[src/hdl/fcl_consts.svh]
// Offsets, field positions, defaults and timing counts of the fuse loader
`ifndef FCL_CONSTS_SVH
`define FCL_CONSTS_SVH

// Fuse byte offsets
`define FCL_OFS_WDT 4'h0
`define FCL_OFS_BOD 4'h1
`define FCL_OFS_OSC 4'h2
`define FCL_OFS_SYS0 4'h5
`define FCL_OFS_SYS1 4'h6
`define FCL_OFS_APP_END 4'h7
`define FCL_OFS_BOOT_END 4'h8
`define FCL_OFS_LOCK 4'hA
`define FCL_OFS_LAST 4'hA
`define FCL_FUSE_BYTES 11

// Watchdog fuse fields
`define FCL_WDT_WIN_HI 7
`define FCL_WDT_WIN_LO 4
`define FCL_WDT_PER_HI 3
`define FCL_WDT_PER_LO 0

// Brown-out fuse fields
`define FCL_BOD_LVL_HI 7
`define FCL_BOD_LVL_LO 5
`define FCL_BOD_SRATE 4
`define FCL_BOD_ACT_HI 3
`define FCL_BOD_ACT_LO 2
`define FCL_BOD_SLP_HI 1
`define FCL_BOD_SLP_LO 0

// Oscillator fuse fields and codes
`define FCL_OSC_LOCK 7
`define FCL_OSC_FREQ_HI 1
`define FCL_OSC_FREQ_LO 0
`define FCL_FREQ_16M 2'h1
`define FCL_FREQ_20M 2'h2

// Shipped contents and erased value
`define FCL_SHIP_WDT 8'h00
`define FCL_SHIP_BOD 8'h00
`define FCL_SHIP_OSC 8'h02
`define FCL_SHIP_SYS0 8'hE4
`define FCL_SHIP_OTHER 8'hFF
`define FCL_ERASED 8'hFF
`define FCL_RD_UNMAPPED 8'h00

// Start-up delay before the copy, in clock cycles
`define FCL_START_CYCLES 4

`endif

[src/hdl/fcl_pkg.sv]
// Types shared by the fuse loader and its users
package fcl_pkg;

  // Operations on the programming/debug port
  typedef enum logic [1:0] {
    FCL_PD_READ = 2'h0,
    FCL_PD_PROGRAM = 2'h1,
    FCL_PD_CLEAR = 2'h2,
    FCL_PD_NOP = 2'h3
  } fcl_pd_op_type;

  // Start-up sequencer states
  typedef enum logic [1:0] {
    FCL_ST_WAIT = 2'h0,
    FCL_ST_COPY = 2'h1,
    FCL_ST_RUN = 2'h2
  } fcl_state_type;

  // Watchdog control A fields fed from the fuses
  typedef struct packed {
    logic [3:0] window;
    logic [3:0] period;
  } fcl_wdt_ctrl_type;

  // Brown-out control A and B fields
  typedef struct packed {
    logic [2:0] brownout_threshold_sel;
    logic brownout_sample_rate_sel;
    logic [1:0] active_mode;
    logic [1:0] sleep_mode;
  } fcl_bod_ctrl_type;

  // Oscillator selection and calibration lock
  typedef struct packed {
    logic osc_cal_lock;
    logic [1:0] osc_freq_sel;
    logic run_16m;
  } fcl_osc_ctrl_type;

  // Oscillator calibration word
  typedef struct packed {
    logic [3:0] temp;
    logic [6:0] freq;
  } fcl_cal_type;

endpackage

[src/hdl/fcl_loader.sv]
// Fuse store with processor and programming port access and start-up copy
`timescale 1ns/100ps
`include "fcl_consts.svh"

module fcl_loader #(
  parameter int START_CYCLES = `FCL_START_CYCLES,
  parameter int ADDR_W = 4
) (
  // Clock and reset
  input wire logic clk,
  input wire logic reset,
  // Processor read port
  input wire logic cpu_rd_en,
  input wire logic cpu_wr_en,
  input wire logic [ADDR_W-1:0] cpu_addr,
  input wire logic [7:0] cpu_wdata,
  output logic [7:0] cpu_rdata_r,
  output logic cpu_rvalid_r,
  // Programming/debug port
  input wire logic pd_req,
  input wire fcl_pkg::fcl_pd_op_type pd_op,
  input wire logic [ADDR_W-1:0] pd_addr,
  input wire logic [7:0] pd_wdata,
  output logic [7:0] pd_rdata_r,
  output logic pd_done_r,
  // Factory calibration words and run-time calibration write
  input wire fcl_pkg::fcl_cal_type sig_cal16,
  input wire fcl_pkg::fcl_cal_type sig_cal20,
  input wire logic cal_wr_en,
  input wire fcl_pkg::fcl_cal_type cal_wdata,
  output logic cal_wr_rejected_r,
  // Target register fields
  output fcl_pkg::fcl_wdt_ctrl_type watchdog_control_a_r,
  output fcl_pkg::fcl_bod_ctrl_type brownout_control_r,
  output logic brownout_lvl_reserved_r,
  output fcl_pkg::fcl_osc_ctrl_type osc_ctrl_r,
  output fcl_pkg::fcl_cal_type osc_temp_cal_reg_r,
  output logic loaded_r
);

  // How the block works, for whoever picks it up next:
  // The fuse array is a small byte store that a reset never touches.
  // The processor and the programming port both read it through the same
  // kind of path: decode the offset, pick the byte, answer one cycle on.
  // Only the programming port may program or clear a byte; the processor
  // write strobe is decoded solely to void a read made in the same cycle.
  // After each reset a short settle wait runs, then one copy cycle moves
  // every configured field into its target register at the same edge.
  // Targets never track the array live. A byte programmed at run time
  // reaches the watchdog, brown-out detector and oscillator only through
  // the copy after the next reset, which keeps a half-written fuse from
  // disturbing a running system.
  // Reserved frequency codes load the 20 MHz calibration word.
  // Limitation: reserved fuse bits are stored exactly as written; the
  // programmer is trusted to write them as ones.
  // Limitation: offsets past the last fuse read as zero and never write.

  localparam int CNT_W = $clog2(START_CYCLES + 1);
  localparam logic [CNT_W-1:0] START_LAST = CNT_W'(START_CYCLES - 1);

  // Parameter values the logic cannot serve
  if (START_CYCLES < 1) begin : g_bad_start
    $error("START_CYCLES must be at least one");
  end
  if ((2 ** ADDR_W) < `FCL_FUSE_BYTES) begin : g_bad_addr
    $error("ADDR_W too narrow for the fuse map");
  end

  // Nonvolatile fuse array. It keeps its contents over reset and holds
  // the shipped image from power-up, so both ports can read it at once.
  // The image is a declaration value so that the programming port
  // process remains the only writer of the array.
  logic [7:0] fuse_mem [`FCL_FUSE_BYTES] = '{
    `FCL_OFS_WDT: `FCL_SHIP_WDT,
    `FCL_OFS_BOD: `FCL_SHIP_BOD,
    `FCL_OFS_OSC: `FCL_SHIP_OSC,
    `FCL_OFS_SYS0: `FCL_SHIP_SYS0,
    default: `FCL_SHIP_OTHER
  };

  // Sequencer state and the settle counter that delays the copy
  fcl_pkg::fcl_state_type state_r;
  fcl_pkg::fcl_state_type state_nxt;
  logic [CNT_W-1:0] cnt_r;
  logic [CNT_W-1:0] cnt_nxt;

  // Address decode for both ports
  wire logic cpu_hit = (cpu_addr <= ADDR_W'(`FCL_OFS_LAST));
  wire logic pd_hit = (pd_addr <= ADDR_W'(`FCL_OFS_LAST));
  wire logic [7:0] cpu_byte = cpu_hit ? fuse_mem[cpu_addr]
                                      : `FCL_RD_UNMAPPED;
  wire logic [7:0] pd_byte = pd_hit ? fuse_mem[pd_addr]
                                    : `FCL_RD_UNMAPPED;

  // Programming port write strobes; the processor strobe only voids a read
  wire logic pd_prog = pd_req && pd_hit &&
                       (pd_op == fcl_pkg::FCL_PD_PROGRAM);
  wire logic pd_clear = pd_req && pd_hit &&
                        (pd_op == fcl_pkg::FCL_PD_CLEAR);
  wire logic [7:0] pd_new = pd_clear ? `FCL_ERASED : pd_wdata;
  wire logic cpu_wr_ignored = cpu_wr_en;

  // Accepted requests on each port; a write in the same cycle voids a
  // processor read, so a half-formed access never returns data
  wire logic cpu_take = cpu_rd_en && !cpu_wr_ignored;
  wire logic pd_rd_take = pd_req && (pd_op == fcl_pkg::FCL_PD_READ);
  wire logic pd_answer = pd_req && (pd_op != fcl_pkg::FCL_PD_NOP);

  // Copy strobe, the only path from fuses to targets
  wire logic copy_now = (state_r == fcl_pkg::FCL_ST_COPY);

  // Fuse fields as seen at the copy
  wire logic [7:0] wdt_fuse = fuse_mem[`FCL_OFS_WDT];
  wire logic [7:0] bod_fuse = fuse_mem[`FCL_OFS_BOD];
  wire logic [7:0] osc_fuse = fuse_mem[`FCL_OFS_OSC];

  wire logic [1:0] freq_code =
    osc_fuse[`FCL_OSC_FREQ_HI:`FCL_OSC_FREQ_LO];
  // Reserved frequency codes fall back to 20 MHz, the safer calibration
  wire logic sel_16m = (freq_code == `FCL_FREQ_16M);
  // Calibration word picked by the frequency code for the copy
  wire fcl_pkg::fcl_cal_type cal_load =
    sel_16m ? sig_cal16 : sig_cal20;

  wire logic [2:0] lvl_code =
    bod_fuse[`FCL_BOD_LVL_HI:`FCL_BOD_LVL_LO];
  wire logic lvl_defined = (lvl_code == 3'h0) || (lvl_code == 3'h2) ||
                           (lvl_code == 3'h7);

  // Target images assembled from the fuse bytes
  fcl_pkg::fcl_wdt_ctrl_type wdt_load;
  fcl_pkg::fcl_bod_ctrl_type bod_load;
  fcl_pkg::fcl_osc_ctrl_type osc_load;

  // Field mapping from fuse bytes to target fields
  always_comb begin
    // Watchdog control A: window and period
    wdt_load.window = wdt_fuse[`FCL_WDT_WIN_HI:`FCL_WDT_WIN_LO];
    wdt_load.period = wdt_fuse[`FCL_WDT_PER_HI:`FCL_WDT_PER_LO];
    // Brown-out control B: threshold level
    bod_load.brownout_threshold_sel = lvl_code;
    // Brown-out control A: sample rate, active and sleep modes
    bod_load.brownout_sample_rate_sel = bod_fuse[`FCL_BOD_SRATE];
    bod_load.active_mode =
      bod_fuse[`FCL_BOD_ACT_HI:`FCL_BOD_ACT_LO];
    bod_load.sleep_mode =
      bod_fuse[`FCL_BOD_SLP_HI:`FCL_BOD_SLP_LO];
    // Oscillator: calibration lock and frequency select
    osc_load.osc_cal_lock = osc_fuse[`FCL_OSC_LOCK];
    osc_load.osc_freq_sel = freq_code;
    osc_load.run_16m = sel_16m;
  end

  // Start-up sequencer: wait, copy once, then run until next reset
  always_comb begin
    state_nxt = state_r;
    cnt_nxt = cnt_r;
    case (state_r)
      fcl_pkg::FCL_ST_WAIT: begin
        // Settle wait before the copy
        if (cnt_r == START_LAST) begin
          state_nxt = fcl_pkg::FCL_ST_COPY;
        end else begin
          cnt_nxt = cnt_r + CNT_W'(1);
        end
      end
      fcl_pkg::FCL_ST_COPY: begin
        // Exactly one copy cycle per reset
        state_nxt = fcl_pkg::FCL_ST_RUN;
      end
      fcl_pkg::FCL_ST_RUN: begin
        // Stay here until the next reset
        state_nxt = fcl_pkg::FCL_ST_RUN;
      end
      default: begin
        state_nxt = fcl_pkg::FCL_ST_WAIT;
        cnt_nxt = '0;
      end
    endcase
  end

  // Sequencer registers; every reset restarts the settle wait
  always_ff @(posedge clk) begin
    if (reset) begin
      state_r <= fcl_pkg::FCL_ST_WAIT;
      cnt_r <= '0;
    end else begin
      state_r <= state_nxt;
      cnt_r <= cnt_nxt;
    end
  end

  // Fuse writes come only from the programming port
  // Offsets past the last fuse are decoded away so they never alias
  always_ff @(posedge clk) begin
    if (pd_prog || pd_clear) begin
      fuse_mem[pd_addr] <= pd_new;
    end
  end

  // Processor reads; writes are dropped and only void a read in the same cycle
  // Read data holds until the next accepted read
  always_ff @(posedge clk) begin
    if (reset) begin
      cpu_rdata_r <= 8'h00;
      cpu_rvalid_r <= 1'h0;
    end else begin
      cpu_rvalid_r <= cpu_take;
      if (cpu_take) begin
        cpu_rdata_r <= cpu_byte;
      end
    end
  end

  // Programming port answers every read, program or clear request one cycle later
  // Nop requests get no answer, so an idle port stays quiet
  always_ff @(posedge clk) begin
    if (reset) begin
      pd_rdata_r <= 8'h00;
      pd_done_r <= 1'h0;
    end else begin
      pd_done_r <= pd_answer;
      if (pd_rd_take) begin
        pd_rdata_r <= pd_byte;
      end
    end
  end

  // Watchdog target; zero until the copy, so no stale setting survives
  always_ff @(posedge clk) begin
    if (reset) begin
      watchdog_control_a_r <= '0;
    end else if (copy_now) begin
      watchdog_control_a_r <= wdt_load;
    end
  end

  // Brown-out targets; the reserved-level flag is loaded with the level
  always_ff @(posedge clk) begin
    if (reset) begin
      brownout_control_r <= '0;
      brownout_lvl_reserved_r <= 1'h0;
    end else if (copy_now) begin
      brownout_control_r <= bod_load;
      brownout_lvl_reserved_r <= !lvl_defined;
    end
  end

  // Run-time calibration writes; lock and sequencer state guard them
  wire logic cal_take = cal_wr_en && (state_r == fcl_pkg::FCL_ST_RUN) &&
                        !osc_ctrl_r.osc_cal_lock;
  // A refused write still pulses a flag so software sees it was dropped
  wire logic cal_refuse = cal_wr_en && !cal_take;

  // Oscillator selection and lock, loaded once per reset
  always_ff @(posedge clk) begin
    if (reset) begin
      osc_ctrl_r <= '0;
    end else if (copy_now) begin
      osc_ctrl_r <= osc_load;
    end
  end

  // Calibration word: factory value at the copy, then unlocked writes
  always_ff @(posedge clk) begin
    if (reset) begin
      osc_temp_cal_reg_r <= '0;
      cal_wr_rejected_r <= 1'h0;
    end else begin
      cal_wr_rejected_r <= cal_refuse;
      if (copy_now) begin
        osc_temp_cal_reg_r <= cal_load;
      end else if (cal_take) begin
        osc_temp_cal_reg_r <= cal_wdata;
      end
    end
  end

  // Loaded flag marks the end of the start-up sequence; it falls only
  // with reset, so software may poll it once after each reset
  always_ff @(posedge clk) begin
    if (reset) begin
      loaded_r <= 1'h0;
    end else if (copy_now) begin
      loaded_r <= 1'h1;
    end
  end

endmodule

[config.mk]
export PLATFORM = sky130hd
export DESIGN_NAME = fcl_loader
export DESIGN_NICKNAME = d
export VERILOG_FILES = /design/src/hdl/fcl_pkg.sv /design/src/hdl/fcl_loader.sv
export VERILOG_INCLUDE_DIRS = /design/src /design/src/hdl
export SDC_FILE = /design/constraint.sdc
export NUM_CORES = 1
export LEC_CHECK = 0
export BUFFER_PORTS_ARGS = -buffer_cell sky130_fd_sc_hd__buf_2
export CAP_MARGIN = 10
export CELL_PAD_IN_SITES_DETAIL_PLACEMENT = 2
export CELL_PAD_IN_SITES_GLOBAL_PLACEMENT = 2
export CORE_UTILIZATION = 35
export CTS_CLUSTER_DIAMETER = 40
export DETAILED_ROUTE_END_ITERATION = 8
export PLACE_DENSITY_LB_ADDON = 0.1
export SLEW_MARGIN = 30
export SYNTH_ARGS = -nofsm -noshare
export SYNTH_HDL_FRONTEND = slang
export SYNTH_SLANG_ARGS = --single-unit
[constraint.sdc]
create_clock -name clk -period 2.55 [get_ports clk]
set_input_delay 0.3825 -clock clk [delete_from_list [all_inputs] [get_ports clk]]
set_output_delay 0.3825 -clock clk [all_outputs]
set_load 0.02 [all_outputs]
# Word-level counts from Yosys, hierarchy flattened
# Memory sizes are Yosys's and may differ from the RTL's. A register that Yosys moved wholly into a read port is not among the register bits.
# Index checks and enable logic that the tools add are counted.
[totals]
register_bits = 49
ram_bits = 88
in_bits = 65
out_inout_bits = 52
wordCells = 68
memories = 1
[classes]
addsub = 1
order_cmp = 2
n_eq_ne = 11
n_mux = 12
bitwise = 1
n_reduce_logical = 22
[memory_table]
columns = ["memory", "words", "word_bits", "rd", "rd_ports_with_merged_regs", "wr", "line", "text"]
rows = [
  ["fuse_mem", 11, 8, 5, 1, 1, "fcl_loader.sv:73", "logic [7:0] fuse_mem [`FCL_FUSE_BYTES] = '{"],
]
[op_table]
columns = ["cell", "n"]
rows = [
  ["$mux 11", 3],
  ["$mux 8", 3],
  ["$logic_and 1x1->1", 9],
  ["$le 4x4->1 const B", 2],
  ["$eq 2x1->1 const B", 3],
  ["$eq 3x2->1 const B", 2],
  ["$ne 2x2->1 const B", 3],
  ["$pmux 3 s2", 1],
  ["$eq 2x2->1 const B", 2],
  ["$logic_not 1->1", 4],
  ["$logic_not 2->1", 2],
  ["$pmux 2 s2", 1],
  ["$add 3x1->3 const B", 1],
  ["$eq 3x3->1 const B", 1],
  ["$logic_not 3->1", 1],
  ["$logic_or 1x1->1", 3],
  ["$mux 3", 1],
  ["$mux 1", 2],
  ["$mux 2", 1],
  ["$reduce_and 2->1", 1],
  ["$reduce_bool 2->1", 1],
  ["$reduce_or 2->1", 1],
  ["$not 1->1", 1],
]

# Longest topological paths before layout
[depth]
ltp_word = 6
ltp_mapped = 7
depth_no_buf = 6

# Worst setup path before layout
# Ideal clock, no wire load.
[synth_timing]
kind = "input to register"
start = "input pd_addr[2]"
end = "memory fuse_mem[0][0], enable pin"
setup_ns = 0.383
arrival_time_ns = 1.757
required_ns = 2.167
path_slack_ns = 0.409
path_stages = 3
path_buffers = 1
cell_sequence = "buf_2 > or4b_1 > nor3_1"
[synth_between]
elab_chain_len = 6
word_cells_on_any_way = 7
classes_between = "order compare: 1; mux: 2; reduce/logical: 4"
[synth_rtl]
columns = ["item", "line", "text"]
rows = [
  ["from (decl)", "fcl_loader.sv:22", "input wire logic [ADDR_W-1:0] pd_addr,"],
  ["$le 4x4->1", "fcl_loader.sv:89", "wire logic pd_hit = (pd_addr <= ADDR_W'(`FCL_OFS_LAST));"],
  ["$logic_and 1x1->1", "fcl_loader.sv:96, fcl_loader.sv:98", ""],
  ["$logic_and 1x1->1, on equally long branches", "fcl_loader.sv:96, fcl_loader.sv:98", ""],
  ["$logic_or 1x1->1", "fcl_loader.sv:196", "if (pd_prog || pd_clear) begin"],
  ["$mux 1", "fcl_loader.sv:196", ""],
  ["$mux 1 (implied by the code)", "fcl_loader.sv:197", "fuse_mem[pd_addr] <= pd_new;"],
  ["to (decl)", "fcl_loader.sv:73", ""],
]
# Several ways; a longest one is shown, not always the timed one.

# Worst setup path after layout
[layout_timing]
start = "register state_r[0]"
end = "register osc_temp_cal_reg_r[7] in the netlist's numbering"
[layout_between]
elab_chain_len = 4
word_cells_on_any_way = 6
classes_between = "eq/ne: 2; mux: 1; reduce/logical: 3"
[layout_rtl]
columns = ["item", "line", "text"]
rows = [
  ["from (decl)", "fcl_loader.sv:82", "fcl_pkg::fcl_state_type state_r;"],
  ["from (signal assigned)", "fcl_loader.sv:185", "state_r <= fcl_pkg::FCL_ST_WAIT;"],
  ["from (signal assigned)", "fcl_loader.sv:188", "state_r <= state_nxt;"],
  ["$eq 2x2->1", "fcl_loader.sv:250", "wire logic cal_take = cal_wr_en && (state_r == fcl_pkg::FCL_ST_RUN) &&"],
  ["$logic_and 1x1->1 (2 in a row)", "fcl_loader.sv:250", ""],
  ["$reduce_bool 2->1 (no source line)", "--", ""],
  ["to (signal assigned)", "fcl_loader.sv:272", "osc_temp_cal_reg_r <= cal_load;"],
  ["to (signal assigned)", "fcl_loader.sv:274", "osc_temp_cal_reg_r <= cal_wdata;"],
  ["to (decl)", "fcl_loader.sv:37", "output fcl_pkg::fcl_cal_type osc_temp_cal_reg_r,"],
]
# Several ways; a longest one is shown, not always the timed one.
# A chain may end at the register's enable or synchronous reset.

==> flow_summary.ini <==
[critical_path]
cp_max_fo = 11
start_kind = flop
critPathRequiredTime_ns = 2.91
critPathKind = flop to flop
arrival_ns = 2.38
critPathCaptureType = flop

[yosys]
synth_edf_count = 88
synth-seq-cells = 145
synth_area_per_cell_sq_um = 13.0
synthCells = 497
synth_area_sq_mm = 0.00647
mappedNetlistNets = 567
seq_area_frac_synth_pct = 58.5
ys_warn_count = 0
synthFlopType = edfxtp_1
async_flop_share_pct = 0
synth_cell_types = 46

[timing]
maxClockFrequency_ghz = 0.496
tightest_slew_ns = 0.874
setup-tns-final_ns = 0
min_period_ns = 2.02
rsz0062_at_grt = no
fin_skew_ns = 0.00947
setup_violations = 0
hold_violations = 0
post-route-period-util_pct = 79.1
timing.slew.headroom_pct = 41.6
maxSlewViolCount = 0
worst_slack_ns = 0.532

[finish]
drive_above_1_share_pct = 32.3
fillers = 1837
area_growth_pct = 23.8
diodes = 0
final_cell_count_no_fill = 870
nets = 698
stdcell_area_sq_mm = 0.00801

[pwr]
p_leak_uw = 0.00317
ir_worst_vdd_uv = 491
powerDensity_mw_per_mm2 = 740

[placed_design]
dpl.cell_count = 838
placed_area_sq_mm = 0.00742
place_hpwl_microns = 14400
finalWeightedCongestion = 0.800
io_buffers = 108
place_ws_ns = 0.465

[clock_tree]
clock_latency_ns = 0.42
cts_setup_buffers = 0
cts_sinks = 145
cts-root-buf = clkbuf_16
clock_path_buffers = 2
htree_levels = 4
cts_tree = done
numCtsBuffers = 17
holdBufCountCts = 0
clk_pin_slew_ns = 0.06
ctsResizeCount = 0

[hold_path]
min_path_type = input pin to flop

[global_route]
grt_first_pass_wirelength_microns = 29800
antenna_found_initial = 0
grt_usage_pct = 22.1
overflow = 0
grt_pass1_vias = 5084
grt_max_degree = 46

[route]
ant_nets = 0
drtIter0Drc = 223
wl_per_cell_microns = 22.7
vias = 4717
drc = 0
dr.pass1.iters = 6
routed_wl_microns = 19800
avgViaCountPerCell = 5.42

[floorplanning]
ios = 117
die-area_sq_mm = 0.0190
start_util_pct = 35.9
dieWidth_microns = 138
dieHeight_microns = 138
core-area_sq_mm = 0.0180
rows = 49

[run]
cap_viol_max_count = 0

[outcome]
status = finished clean
-- sequential cells by signal, indices dropped and copies added, names as in the netlist, 3 cells and up --
signal	cells
fuse_mem	88
osc_temp_cal_reg_r	11
brownout_control_r	8
cpu_rdata_r	8
pd_rdata_r	8
watchdog_control_a_r	8
osc_ctrl_r	4
cnt_r	3
-- area by class of cell --
| cell class | instances | area, sq um | area share, % |
|---|---|---|---|
| clock inverters | 12 | 134 | 1.67 |
| inverters | 7 | 26.3 | 0.328 |
| multi-input cells | 316 | 2530 | 31.6 |
| repair buffers | 141 | 801 | 10.0 |
| well taps | 229 | 287 | 3.58 |
| clock buffers | 20 | 447 | 5.58 |
| flip-flops and latches | 145 | 3780 | 47.3 |
-- cell usage after synthesis, types with 3 or more instances --
| master | count | area [sq um] |
|---|---|---|
| edfxtp_1 | 88 | 2640 |
| mux2i_1 | 63 | 631 |
| dfxtp_1 | 57 | 1140 |
| nor2_1 | 54 | 203 |
| nand2_1 | 27 | 101 |
| mux4_2 | 21 | 473 |
| o21ai_0 | 19 | 95.1 |
| a21oi_1 | 18 | 90.1 |
| a22oi_1 | 17 | 128 |
| buf_2 | 13 | 65.1 |
| a22o_1 | 12 | 105 |
| clkbuf_1 | 12 | 45.0 |
| nor2b_1 | 11 | 68.8 |
| o2bb2ai_1 | 9 | 78.8 |
| or2_2 | 8 | 50.1 |
| inv_1 | 7 | 26.3 |
| a211oi_1 | 6 | 45.0 |
| a221o_1 | 6 | 60.1 |
| nand2b_1 | 6 | 37.5 |
| ha_1 | 5 | 62.6 |
| nor3_1 | 5 | 25.0 |
| buf_1 | 3 | 11.3 |
| nor3b_1 | 3 | 22.5 |
-- metal layers --
layer / track usage (%) / wire length [microns] / up-vias / share of wire [%]
met2: 38.3 / 10100 / 95 / 51
met1: 27.0 / 8630 / 2444 / 44
li1: - / - / 2152 / -
met4: 8.64 / 443 / 0 / 2.2
met5: 0 / 0 / - / 0
met3: 4.09 / 628 / 26 / 3.2
-- cell families after synthesis --
family	after synthesis	share of synthesized area, %
compound gates	97	10.5
xor+xnor	1	0.135
fa+ha+maj	5	0.967
buf+inv	36	2.46
flops	145	58.5
mux	86	17.4
simple gates	127	9.98
-- critical path, stage by stage (launching register included) --
cell and delay (ns):
dfxtp_1 0.37, inv_1 0.08, ha_1 0.20, nor2b_1 0.14
a21oi_1 0.17, nor2b_1 0.72, a22o_1 0.27
-- through the flow --
step                power [uW]  hold slack [ns]  utilization (%)
floorplan                 3230            0.457                -
global placement          3480            0.445             41.2
detailed placement        3530            0.459             41.2
CTS                       6000            0.169             44.4
global route              6160            0.192             44.4
finish                    5930            0.183             44.4
-- power breakdown --
group          internal [uW]  switching (uW)
sequential              2600            59.9
clock                   1470             989
combinational            324             490
total                   4390            1540
-- final timing paths --
kind	startpoint	endpoint	slack (ns)	depth (start not counted)
max	state_r[0]	osc_temp_cal_reg_r[7]	0.53	6
min reg2reg	cpu_rdata_r[1]	cpu_rdata_r[1]	0.46	2
max reg2reg	state_r[0]	osc_temp_cal_reg_r[7]	0.53	6
min	cpu_wr_en	cpu_rvalid_r	0.18	2
-- layout by cell type (no fill, tap or decap), types with 3 or more instances in the layout --
cell type	netlist	layout
clkinv_2	0	3
clkbuf_16	0	17
nor3b_1	3	3
edfxtp_1	88	88
ha_1	5	4
o2bb2ai_1	9	9
buf_4	0	32
dfxtp_1	57	57
a211oi_1	6	6
mux4_2	21	21
clkinv_4	0	4
mux2i_1	63	63
a221o_1	6	6
nor2_1	54	54
buf_2	13	108
or2_2	8	8
inv_1	7	7
a21oi_1	18	18
nor2b_1	11	11
o21ai_0	19	19
nand2_1	27	27
nor3_1	5	5
a22o_1	12	12
nand2b_1	6	6
a22oi_1	17	17
No activity file was read; power rests on OpenSTA's default activity.
